[src/bcs_consts.svh]
`ifndef BCS_CONSTS_SVH
`define BCS_CONSTS_SVH

// ----------------------------------------
// Clock and timing
// ----------------------------------------
`define BCS_CLK_MHZ 200
`define BCS_STALL_TIME_US 10000

// ----------------------------------------
// Widths
// ----------------------------------------
`define BCS_HALL_W 8
`define BCS_DIV_W 17
`define BCS_CNT_W 24

// ----------------------------------------
// Divider figures
// ----------------------------------------
`define BCS_DIV1_BASE 17'h00080
`define BCS_DIV2_LOW 3'h5
`define BCS_DIV2_MID 3'h4
`define BCS_DIV2_HIGH 3'h3
`define BCS_LEVEL_STEPS 4'h3
`define BCS_EXT_INDEX 4'h0

// ----------------------------------------
// Lock tolerance and taper shifts
// ----------------------------------------
`define BCS_LOCK_TOL_SHIFT 4
`define BCS_TAPER_SHIFT_AMP 5
`define BCS_TAPER_SHIFT_TRIPLE 3
`define BCS_TAPER_SHIFT_SINGLE 1

`endif

[src/bcs_pkg.sv]
package bcs_pkg;

	// Three-level pin code; 2'h3 is decoded as high
	typedef enum logic [1:0] {
		LVL_LOW = 2'h0,
		LVL_MID = 2'h1,
		LVL_HIGH = 2'h2
	} bcs_level_e;

	// Per-phase output state
	typedef enum logic [1:0] {
		DRV_FLOAT = 2'h0,
		DRV_SOURCE = 2'h1,
		DRV_SINK = 2'h2
	} bcs_drive_e;

	// Speed feedback source
	typedef enum logic [1:0] {
		FB_AMP = 2'h0,
		FB_TRIPLE = 2'h1,
		FB_SINGLE = 2'h2
	} bcs_fb_mode_e;

	// Brake sequence, Gray along run -> full -> taper -> halt
	typedef enum logic [1:0] {
		ST_RUN = 2'h0,
		ST_BRAKE_FULL = 2'h1,
		ST_BRAKE_TAPER = 2'h3,
		ST_HALT = 2'h2
	} bcs_state_e;

endpackage

[src/bcs_top.sv]
`timescale 1ns/1ps
`include "bcs_consts.svh"

// Functional notes
// - Hall pair high when positive exceeds negative
// - Forward table gives source, sink, float
// - Reverse swaps source and sink roles
// - Two pins pick first divisor or external
// - Third pin picks 5/4/3 second divisor
// - External mode uses reference undivided
// - Lock indicator pulls on while locked
// - Amp node low stops drive, free-run
// - Stop holds regardless of brake input
// - Brake command high applies braking
// - Brake onset while turning: full reverse torque
// - Taper below locked speed over 32/8/2
// - Feedback tied high: first Hall feeds speed
// - Feedback tied low: three-Hall composite
// - Otherwise tachometer amplifier feeds speed
module bcs_top #(
	parameter logic [`BCS_CNT_W-1:0] STALL_CYCLES = `BCS_CNT_W'(`BCS_STALL_TIME_US * `BCS_CLK_MHZ)
) (
	input wire logic sys_clk,
	input wire logic resetn,
	input wire logic clk_en,
	input wire logic [`BCS_HALL_W-1:0] hall_sense_a_pos,
	input wire logic [`BCS_HALL_W-1:0] hall_sense_a_neg,
	input wire logic [`BCS_HALL_W-1:0] hall_sense_b_pos,
	input wire logic [`BCS_HALL_W-1:0] hall_sense_b_neg,
	input wire logic [`BCS_HALL_W-1:0] hall_sense_c_pos,
	input wire logic [`BCS_HALL_W-1:0] hall_sense_c_neg,
	input wire logic dir_reverse,
	input wire logic [1:0] divisor_select_a,
	input wire logic [1:0] divisor_select_b,
	input wire logic [1:0] divisor_select_c,
	input wire logic reference_oscillator_input,
	input wire logic [1:0] speed_feedback_input,
	input wire logic speed_amp_output,
	input wire logic tach_pulse,
	input wire logic brake_command,
	output bcs_pkg::bcs_drive_e phase_drive_a,
	output bcs_pkg::bcs_drive_e phase_drive_b,
	output bcs_pkg::bcs_drive_e phase_drive_c,
	output logic lock_indicator_out,
	output logic lock_indicator_oe,
	output logic speed_pulse_output_out,
	output logic speed_pulse_output_oe,
	output logic stop_mode,
	output logic brake_active,
	output logic brake_taper_threshold
);

	logic [`BCS_HALL_W-1:0] hall_pos [3];
	logic [`BCS_HALL_W-1:0] hall_neg [3];
	logic [2:0] hall, next_hall;
	logic ref_prev, fb_prev, next_fb_prev;
	logic brake_prev;
	logic ref_edge, fb_sig, fb_edge;
	logic servo_tick, locked, turning, below_taper;
	bcs_pkg::bcs_fb_mode_e fb_mode;
	bcs_pkg::bcs_state_e state, next_state;
	bcs_pkg::bcs_drive_e next_a, next_b, next_c;
	logic next_stop, next_brake, next_taper, next_lock_oe, next_pulse_oe;
	logic rev_eff;
	logic [5:0] drv;

	assign hall_pos[0] = hall_sense_a_pos;
	assign hall_pos[1] = hall_sense_b_pos;
	assign hall_pos[2] = hall_sense_c_pos;
	assign hall_neg[0] = hall_sense_a_neg;
	assign hall_neg[1] = hall_sense_b_neg;
	assign hall_neg[2] = hall_sense_c_neg;

	// ----------------------------------------
	// Hall comparators
	// ----------------------------------------
	genvar gi;
	generate
		for (gi = 0; gi < 3; gi++)
		begin : g_hall
			assign next_hall[gi] = (hall_pos[gi] > hall_neg[gi]);
		end
	endgenerate

	// ----------------------------------------
	// Feedback source and edges
	// ----------------------------------------
	always_comb
	begin
		case (speed_feedback_input)
			bcs_pkg::LVL_LOW: fb_mode = bcs_pkg::FB_TRIPLE;
			bcs_pkg::LVL_MID: fb_mode = bcs_pkg::FB_AMP;
			default: fb_mode = bcs_pkg::FB_SINGLE;
		endcase
		case (fb_mode)
			bcs_pkg::FB_SINGLE: fb_sig = hall[0];
			bcs_pkg::FB_TRIPLE: fb_sig = ^hall;
			default: fb_sig = tach_pulse;
		endcase
		next_fb_prev = fb_sig;
		fb_edge = fb_sig && !fb_prev;
		ref_edge = reference_oscillator_input && !ref_prev;
	end

	always_ff @(posedge sys_clk or negedge resetn)
	begin
		if (!resetn)
		begin
			hall <= 3'h0;
			fb_prev <= 1'b0;
			ref_prev <= 1'b0;
			brake_prev <= 1'b0;
		end
		else if (clk_en)
		begin
			hall <= next_hall;
			fb_prev <= next_fb_prev;
			ref_prev <= reference_oscillator_input;
			brake_prev <= brake_command;
		end
	end

	bcs_ref_divider u_div (
		.sys_clk(sys_clk),
		.resetn(resetn),
		.clk_en(clk_en),
		.ref_edge(ref_edge),
		.sel_a(divisor_select_a),
		.sel_b(divisor_select_b),
		.sel_c(divisor_select_c),
		.servo_tick(servo_tick)
	);

	bcs_speed_monitor #(.STALL_CYCLES(STALL_CYCLES)) u_speed (
		.sys_clk(sys_clk),
		.resetn(resetn),
		.clk_en(clk_en),
		.servo_tick(servo_tick),
		.fb_edge(fb_edge),
		.fb_mode(fb_mode),
		.locked(locked),
		.turning(turning),
		.below_taper(below_taper)
	);

	// ----------------------------------------
	// Brake sequence
	// ----------------------------------------
	always_comb
	begin
		next_state = state;
		case (state)
			bcs_pkg::ST_RUN:
			begin
				if (brake_command && !brake_prev && turning)
					next_state = bcs_pkg::ST_BRAKE_FULL;
				// brake high with motor still halts
				else if (brake_command && !turning)
					next_state = bcs_pkg::ST_HALT;
			end
			bcs_pkg::ST_BRAKE_FULL:
			begin
				if (!brake_command)
					next_state = bcs_pkg::ST_RUN;
				else if (below_taper)
					next_state = bcs_pkg::ST_BRAKE_TAPER;
			end
			bcs_pkg::ST_BRAKE_TAPER:
			begin
				if (!brake_command)
					next_state = bcs_pkg::ST_RUN;
				else if (!turning)
					next_state = bcs_pkg::ST_HALT;
			end
			default:
			begin
				if (!brake_command)
					next_state = bcs_pkg::ST_RUN;
			end
		endcase
	end

	always_ff @(posedge sys_clk or negedge resetn)
	begin
		if (!resetn)
			state <= bcs_pkg::ST_RUN;
		else if (clk_en)
			state <= next_state;
	end

	// ----------------------------------------
	// Commutation and pin outputs
	// ----------------------------------------
	always_comb
	begin
		// Braking drives the table opposite to dir_reverse for reverse torque
		rev_eff = dir_reverse ^ ((state == bcs_pkg::ST_BRAKE_FULL)
			|| (state == bcs_pkg::ST_BRAKE_TAPER));
		case (hall)
			3'h3: drv = {bcs_pkg::DRV_FLOAT, bcs_pkg::DRV_SOURCE, bcs_pkg::DRV_SINK};
			3'h1: drv = {bcs_pkg::DRV_SOURCE, bcs_pkg::DRV_FLOAT, bcs_pkg::DRV_SINK};
			3'h5: drv = {bcs_pkg::DRV_SOURCE, bcs_pkg::DRV_SINK, bcs_pkg::DRV_FLOAT};
			3'h4: drv = {bcs_pkg::DRV_FLOAT, bcs_pkg::DRV_SINK, bcs_pkg::DRV_SOURCE};
			3'h6: drv = {bcs_pkg::DRV_SINK, bcs_pkg::DRV_FLOAT, bcs_pkg::DRV_SOURCE};
			3'h2: drv = {bcs_pkg::DRV_SINK, bcs_pkg::DRV_SOURCE, bcs_pkg::DRV_FLOAT};
			default: drv = {3{bcs_pkg::DRV_FLOAT}};
		endcase
		// reverse swaps source and sink
		// Swapping the two bits of a field exchanges source and sink; float stays
		if (rev_eff)
			drv = {drv[4], drv[5], drv[2], drv[3], drv[0], drv[1]};
		next_stop = !speed_amp_output;
		if (next_stop || state == bcs_pkg::ST_HALT)
			drv = {3{bcs_pkg::DRV_FLOAT}};
		next_a = bcs_pkg::bcs_drive_e'(drv[5:4]);
		next_b = bcs_pkg::bcs_drive_e'(drv[3:2]);
		next_c = bcs_pkg::bcs_drive_e'(drv[1:0]);
		next_brake = (state != bcs_pkg::ST_RUN) && !next_stop;
		next_taper = below_taper;
		next_lock_oe = locked;
		next_pulse_oe = !fb_sig;
	end

	always_ff @(posedge sys_clk or negedge resetn)
	begin
		if (!resetn)
		begin
			phase_drive_a <= bcs_pkg::DRV_FLOAT;
			phase_drive_b <= bcs_pkg::DRV_FLOAT;
			phase_drive_c <= bcs_pkg::DRV_FLOAT;
			stop_mode <= 1'b0;
			brake_active <= 1'b0;
			brake_taper_threshold <= 1'b0;
			lock_indicator_oe <= 1'b0;
			speed_pulse_output_oe <= 1'b0;
		end
		else if (clk_en)
		begin
			phase_drive_a <= next_a;
			phase_drive_b <= next_b;
			phase_drive_c <= next_c;
			stop_mode <= next_stop;
			brake_active <= next_brake;
			brake_taper_threshold <= next_taper;
			lock_indicator_oe <= next_lock_oe;
			speed_pulse_output_oe <= next_pulse_oe;
		end
	end

	// Open-collector pins only ever pull low
	assign lock_indicator_out = 1'b0;
	assign speed_pulse_output_out = 1'b0;

	// ----------------------------------------
	// Checks
	// ----------------------------------------
	hall_resolve_a: assert property (@(posedge sys_clk) disable iff (!resetn)
		clk_en |=> hall[0] == $past(hall_sense_a_pos > hall_sense_a_neg))
		else $error("hall a not resolved by comparison");
	fwd_pattern_a: assert property (@(posedge sys_clk) disable iff (!resetn)
		(clk_en && hall == 3'h3 && !dir_reverse && speed_amp_output && state == bcs_pkg::ST_RUN)
		|=> (phase_drive_a == bcs_pkg::DRV_FLOAT && phase_drive_b == bcs_pkg::DRV_SOURCE
		&& phase_drive_c == bcs_pkg::DRV_SINK))
		else $error("forward commutation pattern wrong");
	rev_pattern_a: assert property (@(posedge sys_clk) disable iff (!resetn)
		(clk_en && hall == 3'h3 && dir_reverse && speed_amp_output && state == bcs_pkg::ST_RUN)
		|=> (phase_drive_a == bcs_pkg::DRV_FLOAT && phase_drive_b == bcs_pkg::DRV_SINK
		&& phase_drive_c == bcs_pkg::DRV_SOURCE))
		else $error("reverse commutation pattern wrong");
	stop_float_a: assert property (@(posedge sys_clk) disable iff (!resetn)
		stop_mode |-> (phase_drive_a == bcs_pkg::DRV_FLOAT && phase_drive_b == bcs_pkg::DRV_FLOAT
		&& phase_drive_c == bcs_pkg::DRV_FLOAT))
		else $error("drive active in stop mode");
	stop_entry_a: assert property (@(posedge sys_clk) disable iff (!resetn)
		(clk_en && !speed_amp_output) |=> (stop_mode && !brake_active))
		else $error("amp node low did not force stop");
	lock_pin_a: assert property (@(posedge sys_clk) disable iff (!resetn)
		clk_en |=> lock_indicator_oe == $past(locked))
		else $error("lock pin does not follow lock");
	brake_onset_a: assert property (@(posedge sys_clk) disable iff (!resetn)
		(clk_en && state == bcs_pkg::ST_RUN && brake_command && !brake_prev && turning)
		|=> state == bcs_pkg::ST_BRAKE_FULL)
		else $error("brake onset did not start full reverse torque");
	taper_entry_a: assert property (@(posedge sys_clk) disable iff (!resetn)
		(clk_en && state == bcs_pkg::ST_BRAKE_FULL && brake_command && below_taper)
		|=> state == bcs_pkg::ST_BRAKE_TAPER)
		else $error("taper not entered below threshold");
	fb_select_a: assert property (@(posedge sys_clk) disable iff (!resetn)
		(speed_feedback_input == bcs_pkg::LVL_HIGH) |-> fb_sig == hall[0])
		else $error("single hall feedback not selected");

endmodule // bcs_top

[src/bcs_ref_divider.sv]
`timescale 1ns/1ps
`include "bcs_consts.svh"

module bcs_ref_divider (
	input wire logic sys_clk,
	input wire logic resetn,
	input wire logic clk_en,
	input wire logic ref_edge,
	input wire logic [1:0] sel_a,
	input wire logic [1:0] sel_b,
	input wire logic [1:0] sel_c,
	output logic servo_tick
);

	logic [`BCS_DIV_W-1:0] cnt;
	logic [`BCS_DIV_W-1:0] next_cnt;
	logic next_tick;
	logic ext_mode;
	logic [3:0] idx;
	logic [2:0] div2;
	logic [`BCS_DIV_W-1:0] div1;
	logic [`BCS_DIV_W-1:0] total;

	function automatic logic [1:0] lvl(input logic [1:0] code);
		lvl = (code == bcs_pkg::LVL_LOW) ? 2'h0 : (code == bcs_pkg::LVL_MID) ? 2'h1 : 2'h2;
	endfunction

	// ----------------------------------------
	// Divisor decode and count
	// ----------------------------------------
	always_comb
	begin
		idx = 4'({2'h0, lvl(sel_a)} * `BCS_LEVEL_STEPS) + {2'h0, lvl(sel_b)};
		ext_mode = (idx == `BCS_EXT_INDEX);
		div1 = ext_mode ? `BCS_DIV1_BASE : `BCS_DIV_W'(`BCS_DIV1_BASE << (idx - 4'h1));
		case (lvl(sel_c))
			2'h0: div2 = `BCS_DIV2_LOW;
			2'h1: div2 = `BCS_DIV2_MID;
			default: div2 = `BCS_DIV2_HIGH;
		endcase
		total = `BCS_DIV_W'(div1 * {{(`BCS_DIV_W-3){1'b0}}, div2});
		next_cnt = cnt;
		next_tick = 1'b0;
		if (ext_mode)
		begin
			next_cnt = '0;
			next_tick = ref_edge;
		end
		else if (ref_edge)
		begin
			if (cnt >= total - `BCS_DIV_W'(1))
			begin
				next_cnt = '0;
				next_tick = 1'b1;
			end
			else
			begin
				next_cnt = cnt + `BCS_DIV_W'(1);
			end
		end
	end

	always_ff @(posedge sys_clk or negedge resetn)
	begin
		if (!resetn)
		begin
			cnt <= '0;
			servo_tick <= 1'b0;
		end
		else if (clk_en)
		begin
			cnt <= next_cnt;
			servo_tick <= next_tick;
		end
	end

	// ----------------------------------------
	// Checks
	// ----------------------------------------
	ext_tick_pass_a: assert property (@(posedge sys_clk) disable iff (!resetn)
		(clk_en && ext_mode && ref_edge) |=> servo_tick)
		else $error("external reference edge not passed to servo tick");
	tick_from_edge_a: assert property (@(posedge sys_clk) disable iff (!resetn)
		$rose(servo_tick) |-> $past(ref_edge && clk_en))
		else $error("servo tick without reference edge");
	div_wrap_a: assert property (@(posedge sys_clk) disable iff (!resetn)
		(clk_en && !ext_mode && ref_edge && cnt == total - `BCS_DIV_W'(1)) |=> (cnt == '0 && servo_tick))
		else $error("divider did not wrap at total divisor");

endmodule // bcs_ref_divider

[src/bcs_speed_monitor.sv]
`timescale 1ns/1ps
`include "bcs_consts.svh"

module bcs_speed_monitor #(
	parameter logic [`BCS_CNT_W-1:0] STALL_CYCLES = `BCS_CNT_W'(`BCS_STALL_TIME_US * `BCS_CLK_MHZ)
) (
	input wire logic sys_clk,
	input wire logic resetn,
	input wire logic clk_en,
	input wire logic servo_tick,
	input wire logic fb_edge,
	input wire bcs_pkg::bcs_fb_mode_e fb_mode,
	output logic locked,
	output logic turning,
	output logic below_taper
);

	logic [`BCS_CNT_W-1:0] srv_cnt, srv_period, fb_cnt, fb_period, locked_period;
	logic [`BCS_CNT_W-1:0] next_srv_cnt, next_srv_period, next_fb_cnt, next_fb_period;
	logic [`BCS_CNT_W-1:0] next_locked_period, diff, slow;
	logic next_locked, next_turning, next_below;
	logic [31:0] threshold;

	// ----------------------------------------
	// Period measurement and lock
	// ----------------------------------------
	always_comb
	begin
		next_srv_cnt = (srv_cnt == STALL_CYCLES) ? srv_cnt : srv_cnt + `BCS_CNT_W'(1);
		next_srv_cnt = servo_tick ? '0 : next_srv_cnt;
		next_srv_period = servo_tick ? srv_cnt : srv_period;
		next_fb_cnt = (fb_cnt == STALL_CYCLES) ? fb_cnt : fb_cnt + `BCS_CNT_W'(1);
		next_fb_cnt = fb_edge ? '0 : next_fb_cnt;
		next_fb_period = fb_edge ? fb_cnt : fb_period;
		next_turning = (fb_cnt < STALL_CYCLES);
		diff = (fb_period > srv_period) ? fb_period - srv_period : srv_period - fb_period;
		next_locked = turning && (srv_period != '0) && (srv_period != STALL_CYCLES)
			&& (diff <= (srv_period >> `BCS_LOCK_TOL_SHIFT));
		next_locked_period = locked ? fb_period : locked_period;
		// taper below locked speed over 32, 8 or 2
		case (fb_mode)
			bcs_pkg::FB_SINGLE: threshold = {8'h00, locked_period} << `BCS_TAPER_SHIFT_SINGLE;
			bcs_pkg::FB_TRIPLE: threshold = {8'h00, locked_period} << `BCS_TAPER_SHIFT_TRIPLE;
			default: threshold = {8'h00, locked_period} << `BCS_TAPER_SHIFT_AMP;
		endcase
		slow = (fb_cnt > fb_period) ? fb_cnt : fb_period;
		next_below = (locked_period != '0) && ({8'h00, slow} > threshold);
	end

	always_ff @(posedge sys_clk or negedge resetn)
	begin
		if (!resetn)
		begin
			srv_cnt <= '0;
			srv_period <= '0;
			fb_cnt <= '0;
			fb_period <= '0;
			locked_period <= '0;
			locked <= 1'b0;
			turning <= 1'b0;
			below_taper <= 1'b0;
		end
		else if (clk_en)
		begin
			srv_cnt <= next_srv_cnt;
			srv_period <= next_srv_period;
			fb_cnt <= next_fb_cnt;
			fb_period <= next_fb_period;
			locked_period <= next_locked_period;
			locked <= next_locked;
			turning <= next_turning;
			below_taper <= next_below;
		end
	end

	// ----------------------------------------
	// Checks
	// ----------------------------------------
	stall_stops_turn_a: assert property (@(posedge sys_clk) disable iff (!resetn)
		(clk_en && fb_cnt == STALL_CYCLES) |=> !turning)
		else $error("turning flag held after feedback stall");
	lock_needs_turn_a: assert property (@(posedge sys_clk) disable iff (!resetn)
		$rose(locked) |-> $past(turning))
		else $error("lock declared while motor not turning");

endmodule // bcs_speed_monitor

[config.mk]
export PLATFORM = sky130hd
export DESIGN_NAME = bcs_top
export DESIGN_NICKNAME = d
export VERILOG_FILES = /design/src/bcs_pkg.sv /design/src/bcs_top.sv /design/src/bcs_ref_divider.sv /design/src/bcs_speed_monitor.sv
export VERILOG_INCLUDE_DIRS = /design/src
export SDC_FILE = /design/constraint.sdc
export NUM_CORES = 1
export LEC_CHECK = 0
export BUFFER_PORTS_ARGS = -buffer_cell sky130_fd_sc_hd__buf_2
export CELL_PAD_IN_SITES_DETAIL_PLACEMENT = 1
export CELL_PAD_IN_SITES_GLOBAL_PLACEMENT = 1
export CORE_ASPECT_RATIO = 0.5
export CORE_MARGIN = 1
export CORE_UTILIZATION = 52
export DETAILED_ROUTE_END_ITERATION = 10
export PLACE_DENSITY_LB_ADDON = 0.1
export SYNTH_ARGS = -nofsm -noshare
export SYNTH_HDL_FRONTEND = slang
export SYNTH_SLANG_ARGS = --single-unit
export TNS_END_PERCENT = 5
[constraint.sdc]
create_clock -name sys_clk -period 8.8 [get_ports sys_clk]
set_clock_uncertainty 0.1 [all_clocks]
set_input_delay 0.88 -clock sys_clk [delete_from_list [all_inputs] [get_ports sys_clk]]
set_output_delay 0.88 -clock sys_clk [all_outputs]
set_load 0.02 [all_outputs]
After elaboration in Yosys (flattened, before gate mapping)
Index checks and enable logic that the tools add are counted.
W data, S select, Z words.
{"block": "word_totals", "reg_bits": 160, "latch_bits": 0, "ram_bits": 0, "rom_bits": 0, "input_bits": 64, "wordCells": 140, "n_memories": 0}
{"block": "classes", "add_sub_neg": 8, "multipliers": 2, "div": 0, "order_cmp": 9, "eq_ne": 25, "n_shift": 1, "mux": 34, "bitwise_logic": 1, "reduce_logical": 37}
{"operator": "$mux W24", "n": 6}
{"operator": "$mux W17", "n": 4}
{"operator": "$pmux W29 S2", "n": 1}
{"operator": "$add A24 B1 Y24 const B", "n": 2}
{"operator": "$eq A24 B21 Y1 const B", "n": 2}
{"operator": "$gt A24 B24 Y1", "n": 2}
{"operator": "$reduce_bool A24 Y1", "n": 2}
{"operator": "$sub A24 B24 Y24", "n": 2}
{"operator": "$pmux W6 S6", "n": 1}
{"operator": "$gt A24 B32 Y1", "n": 1}
{"operator": "$mux W2", "n": 13}
{"operator": "$gt A8 B8 Y1", "n": 3}
{"operator": "$le A24 B20 Y1", "n": 1}
{"operator": "$lt A24 B21 Y1 const B", "n": 1}
{"operator": "$ne A24 B21 Y1 const B", "n": 1}
{"operator": "$add A17 B1 Y17 const B", "n": 1}
{"operator": "$ge A17 B17 Y1", "n": 1}
{"operator": "$mul A17 B3 Y17", "n": 1}
{"operator": "$shl A8 B4 Y17 const A", "n": 1}
{"operator": "$sub A17 B1 Y17 const B", "n": 1}
{"operator": "$eq A2 B1 Y1 const B", "n": 7}
{"operator": "$logic_not A2 Y1", "n": 6}
{"operator": "$mux W6", "n": 2}
{"operator": "$reduce_and A2 Y1", "n": 6}
{"operator": "25 further kinds", "n": 49}

Depth between registers and ports, before layout
{"block": "depth", "word_depth": 14, "depth_mapped": 27, "depth_no_buf": 24}

Cells and area by module
From an unflattened synthesis, not the netlist that was laid out.
{"block": "hier_totals", "cells_unflattened": 1663, "hier_area_um2": 13815.8}
{"mod": "bcs_speed_monitor", "n_inst": 1, "cells_each": 1211, "area_per_inst_um2": 9962.1, "seq_area_each_um2": 3078.0}
{"mod": "bcs_ref_divider", "n_inst": 1, "cells_each": 267, "area_per_inst_um2": 2150.8, "seq_area_each_um2": 450.4}
{"mod": "bcs_top", "n_inst": 1, "cells_each": 185, "area_per_inst_um2": 1702.9, "seq_area_each_um2": 475.5}

Least setup slack after synthesis
Ideal clock, no wire load.
{"block": "synth_path", "kind": "input to register", "startpoint": "in divisor_select_a[1]", "endpoint": "reg u_div.cnt[9]", "setup_time_ns": 0.095, "arrival_time_ns": 6.230, "t_required_ns": 8.605, "slack_ns": 2.375, "path_stages": 25, "n_path_buf": 3, "path_cell_list": "or2_2 ha_1 ha_1 fa_1 clkbuf_1 or4_1 fa_1 inv_1 fa_1 a21oi_1 nor2_1 nor2_1 o21bai_1 a21oi_1 o21bai_1 a21oi_1 xnor2_1 ha_1 or3_1 a2111oi_2 or2_1 buf_2 buf_4 a31oi_1 o31ai_1"}
{"block": "synth_via", "elab_chain_len": 14}
{"element": "start: declaration", "line_no": "bcs_top.sv:33", "rtl": "input wire logic [1:0] divisor_select_a,"}
{"element": "$eq A2 B1 Y1", "line_no": "bcs_ref_divider.sv:25", "rtl": "lvl = (code == bcs_pkg::LVL_LOW) ? 2'h0 : (code == bcs_pkg::LVL_MID) ? 2'h1 : 2'h2;"}
{"element": "$mux W2", "line_no": "bcs_ref_divider.sv:25"}
{"element": "$mux W2 (*)", "line_no": "bcs_ref_divider.sv:25"}
{"element": "$mul A2 B2 Y4 (no line) (*)"}
{"element": "$add A4 B2 Y4 (*)", "line_no": "bcs_ref_divider.sv:33", "rtl": "idx = 4'({2'h0, lvl(sel_a)} * `BCS_LEVEL_STEPS) + {2'h0, lvl(sel_b)};"}
{"element": "$sub A4 B1 Y4", "line_no": "bcs_ref_divider.sv:35", "rtl": "div1 = ext_mode ? `BCS_DIV1_BASE : `BCS_DIV_W'(`BCS_DIV1_BASE << (idx - 4'h1));"}
{"element": "$shl A8 B4 Y17 (no line)"}
{"element": "$mux W17", "line_no": "bcs_ref_divider.sv:35"}
{"element": "$mul A17 B3 Y17", "line_no": "bcs_ref_divider.sv:41", "rtl": "total = `BCS_DIV_W'(div1 * {{(`BCS_DIV_W-3){1'b0}}, div2});"}
{"element": "$sub A17 B1 Y17", "line_no": "bcs_ref_divider.sv:51", "rtl": "if (cnt >= total - `BCS_DIV_W'(1))"}
{"element": "$ge A17 B17 Y1", "line_no": "bcs_ref_divider.sv:51"}
{"element": "$mux W17", "line_no": "bcs_ref_divider.sv:51"}
{"element": "$mux W17", "line_no": "bcs_ref_divider.sv:49", "rtl": "else if (ref_edge)"}
{"element": "$mux W17", "line_no": "bcs_ref_divider.sv:44", "rtl": "if (ext_mode)"}
{"element": "end signal: assignment", "line_no": "bcs_ref_divider.sv:72", "rtl": "cnt <= next_cnt;"}
{"element": "end: declaration", "line_no": "bcs_ref_divider.sv:15", "rtl": "logic [`BCS_DIV_W-1:0] cnt;"}
Every way passes the cells marked *; elsewhere a longest branch is shown, timed or not. The select of a mux whose other input is x is not followed.
A chain may end at the register's enable or synchronous reset.

Worst setup path after layout
{"block": "layout_path", "startpoint": "in divisor_select_a[1]", "endpoint": "reg u_div.cnt[15]"}
The elaborated chain is that of the path after synthesis.

==> tab_implementation.tex <==
\begin{tabular}{lr}
\hline
Metric & Value \\
\hline
\multicolumn{2}{l}{\textbf{Cells and area}} \\
\quad Fill cells & 3098 \\
\quad Nets & 1932 \\
\quad Leading cell types in the layout, fill and taps excluded & ha\_1 (173), dfrtp\_1 (160), nand2\_1 (157) \\
\quad Most common cell after layout, fill and taps aside & ha\_1 \\
\quad Synthesis-to-layout area growth & 7.51\% \\
\quad Multi-input gate area & 8950 um2 \\
\quad Layout cells sized above 1 & 0.0819 \\
\quad Flip-flop and latch area & 4000 um2 \\
\quad Final Cell Area & 14900 um2 \\
\multicolumn{2}{l}{\textbf{Floorplan}} \\
\quad Area inside the core boundary & 25700 um2 \\
\quad Number of rows created at floorplan & 41 \\
\quad Effective utilization at floorplan & 0.540 \\
\quad DIE AREA & 27400 um2 \\
\quad Width of the die & 233 um \\
\quad Number of top-level pins & 77 \\
\quad Die height & 117 um \\
\multicolumn{2}{l}{\textbf{Setup path}} \\
\quad Data required time at the worst endpoint & 9080 ps \\
\quad Cell Chain, Critical Path & buf\_2 > or2\_2 > ha\_1 > ha\_1 > fa\_1 > or4\_1 > fa\_1 > inv\_1 > fa\_1 > a21oi\_1 > nor2\_1 > nor2\_1 > o21bai\_1 > a21oi\_1 > o21bai\_1 > a21oi\_1 > xnor2\_1 > ha\_1 > or3\_1 > a2111oi\_2 > o21ai\_1 > or3\_1 > o21ai\_1 \\
\quad Crit end category & register \\
\quad Arrival time of data at the critical path endpoint & 7040 ps \\
\quad Critical path's slowest cell & fa\_1 \\
\quad Startpoint types & input port \\
\quad CP Class & in -> reg \\
\quad Peak fanout along the critical path & 14 \\
\quad Critical Path Max Stage Delay & 620 ps \\
\multicolumn{2}{l}{\textbf{Clocking}} \\
\quad H-tree Lvls & 4 \\
\quad Clock-pin slew on the worst setup and hold paths & 70 ps \\
\quad Cts bufs inserted & 17 \\
\quad Post-CTS setup buffer count & 0 \\
\quad CTS tree & built \\
\quad Number of cells upsized or downsized after cts & 0 \\
\quad Root buffer cell & clkbuf\_16 \\
\quad Quantity of hold-fixing buffers added after cts & 0 \\
\quad Number of sinks driven by the clock tree & 160 \\
\quad Maximum clock path buffer count & 2 \\
\quad Clock latency on the worst-skew pair & 460 ps \\
\multicolumn{2}{l}{\textbf{Flow run}} \\
\quad Max capacitance violation total & 0 \\
\multicolumn{2}{l}{\textbf{Logic synthesis}} \\
\quad Sequential fraction of the synthesis area & 0.289 \\
\quad Synthesized area per cell & 8.33 um2 \\
\quad Post-synthesis cell area & 13900 um2 \\
\quad Number of flops mapped to enable cells by yosys & 0 \\
\quad Register bit count reported by yosys & 160 \\
\quad Count of synthesis-stage warnings from yosys & 0 \\
\quad Count of cell types in the netlist & 78 \\
\quad Synthesized instance count & 1664 \\
\quad Largest cells by area after synthesis & dfrtp\_1 (29\%), ha\_1 (16\%), o21ai\_0 (4.6\%) \\
\quad Fraction of registers with async set/reset & 1.00 \\
\quad Dominant cell type by area after synthesis & dfrtp\_1 \\
\quad Fraction of post-synthesis cell area in the top cell type by area & 0.289 \\
\quad Most used DFF post-synth & dfrtp\_1 \\
\multicolumn{2}{l}{\textbf{Min path}} \\
\quad HP Class & in -> async \\
\multicolumn{2}{l}{\textbf{Power}} \\
\quad Switching Share & 0.507 \\
\quad Clock share of power & 0.141 \\
\quad Largest vdd supply drop & 0.000143 V \\
\quad Power Internal & 2.59 mW \\
\quad Leakage component of the power & 7.15 nW \\
\quad Power dissipated by switching net loads & 2.67 mW \\
\quad Power per Cell Area & 353 nW/um2 \\
\quad Combinational power share & 0.640 \\
\quad Sequential Power Share & 0.219 \\
\quad Final Total Pwr & 5.27 mW \\
\multicolumn{2}{l}{\textbf{Routing}} \\
\quad Total DRC errors in the routed layout & 0 \\
\quad Vias & 12900 \\
\quad Antenna-violating nets left & 0 \\
\quad Vias per Instance & 6.30 \\
\quad Number of iterations in the first detailed-routing pass & 5 \\
\quad Post-DR wirelength/cell & 22.4 um \\
\quad Total detailed-routing wirelength & 45.7 mm \\
\quad Drt first-iter violations & 1140 \\
\multicolumn{2}{l}{\textbf{Placement}} \\
\quad Number of I/O port buffers & 74 \\
\quad DP Wirelength & 34.8 mm \\
\quad Final RePlAce weighted congestion & 1.02 \\
\quad Post-Place Cell Area & 14300 um2 \\
\multicolumn{2}{l}{\textbf{STA}} \\
\quad Worst rel slew slack & 0.220 \\
\quad Least-Margin Pin Slew & 1160 ps \\
\quad Fin Setup TNS & 0 ps \\
\quad Share of the clock period used by the worst path after layout & 0.769 \\
\quad Final Hold Vio Count & 0 \\
\quad Final setup violation count & 0 \\
\quad Fmax & 148 MHz \\
\quad Setup repair after global routing missed its margin & false \\
\quad Final max-slew violation count & 0 \\
\quad Shortest clock period the worst path allows after layout & 6760 ps \\
\multicolumn{2}{l}{\textbf{Global route}} \\
\quad Global-route wire length before repair & 73.3 mm \\
\quad Number of antenna violations at the first check in global routing & 1 \\
\quad Gr ovfl total & 0 \\
\quad Global Route Usage Sum & 0.344 \\
\quad Largest net degree at the start of global routing & 71 \\
\quad Vias in the first global route & 13400 \\
\multicolumn{2}{l}{\textbf{Status}} \\
\quad Outcome & completed \\
\hline
\end{tabular}
cell usage after synthesis (10+ instances only):
master / number
mux2i_1: 39
and2_1: 16
o21ai_0: 128
nand2_1: 157
a21oi_1: 109
ha_1: 173
and3_1: 17
nor4_1: 20
clkbuf_1: 41
a211oi_1: 11
nand2b_1: 13
o21a_1: 12
nor3_1: 22
nor2b_1: 29
xnor2_1: 40
a21o_1: 41
nor2_1: 127
dfrtp_1: 160
o21bai_1: 10
nand4_1: 42
nand3_1: 53
buf_2: 19
fa_1: 11
inv_1: 142
a22oi_1: 12
xor2_1: 36
mux2_1: 14
a31oi_1: 14
buf_4: 12
o21ai_1: 21
power by group through the flow:
stage / combinational (mW) / sequential, mW / clock [mW]
floorplan: 2.40 / 1.07 / 0
global placement: 3.06 / 1.14 / 0
detailed placement: 3.24 / 1.15 / 0
CTS: 3.29 / 1.15 / 0.745
global route: 3.68 / 1.18 / 0.777
finish: 3.37 / 1.16 / 0.740
layout make-up:
| cell class | instances | share of cell area |
|---|---|---|
| Multi-Input combinational cell | 1283 | 0.601 |
| Sequential cell | 160 | 0.269 |
| Inverter | 143 | 0.0360 |
| Clock buffer | 21 | 0.0309 |
| Tap cell | 344 | 0.0289 |
| Timing Repair Buffer | 79 | 0.0278 |
| Clock inverter | 11 | 0.00705 |
| Antenna cell | 1 | 0.000168 |
kinds of logic (layout without fill, tap and decap cells):
group | Yosys count | after routing | synth area share
XOR/XNOR | 76 | 76 | 0.0480
adder cells (fa/ha/maj) | 184 | 184 | 0.172
flip-flops | 160 | 160 | 0.289
multiplexers | 61 | 61 | 0.0460
AND/OR/NAND/NOR | 539 | 539 | 0.192
other | 1 | 3 | 0.000270
AO/OA/AOI/OAI | 421 | 421 | 0.187
buffers and inverters | 222 | 254 | 0.0662
state kept, by name, indices dropped and copies added, names as in the netlist, 2 cells and up:
name	count
u_speed.fb_period	24
u_speed.fb_cnt	24
u_speed.locked_period	24
state	2
hall	3
u_speed.srv_period	24
phase_drive_b	2
u_div.cnt	17
phase_drive_a	2
u_speed.srv_cnt	24
phase_drive_c	2
per-layer routing:
layer  track usage  part of all wire  wire length [um]  vias to the layer above
met5             0                 0                 0                        -
met3        0.0623             0.060              2730                       78
li1              -                 -                 -                     5902
met4         0.100             0.023              1040                        0
met1         0.472              0.45             20700                     6499
met2         0.551              0.46             21200                      388
critical path: cells and delay by family:
kind | cells | cell delay, ps
adders and majority gates | 6 | 2280
and+or+nand+nor | 6 | 1940
AOI/OAI and AO/OA | 8 | 1660
buffers and inverters | 2 | 180
xor gates and xnor gates | 1 | 80
final timing paths:
check	cells after the start	to	start	slack [ps]
min	1	u_speed.srv_cnt[16]	resetn	290
max reg2reg	20	u_speed.locked	u_speed.fb_period[0]	2650
max in group asynchronous	3	u_speed.fb_period[4]	resetn	6410
max	23	u_div.cnt[15]	divisor_select_a[1]	2040
min in group sys_clk	1	fb_prev	fb_prev	400
min reg2reg	1	fb_prev	fb_prev	400
stage by stage:
stage | cells | util | setup WS (ps) | hold WS, ps
final | 2042 | 0.580 | 2040 | 286
after global routing | 2041 | 0.580 | 1640 | 334
after CTS | 2041 | 0.580 | 1990 | 305
after detailed placement | 2009 | 0.558 | 1530 | 384
after global placement | 2009 | 0.558 | 1740 | 377
after floorplan | 1665 | - | 2380 | 364
(Power assumes the default switching activity.)
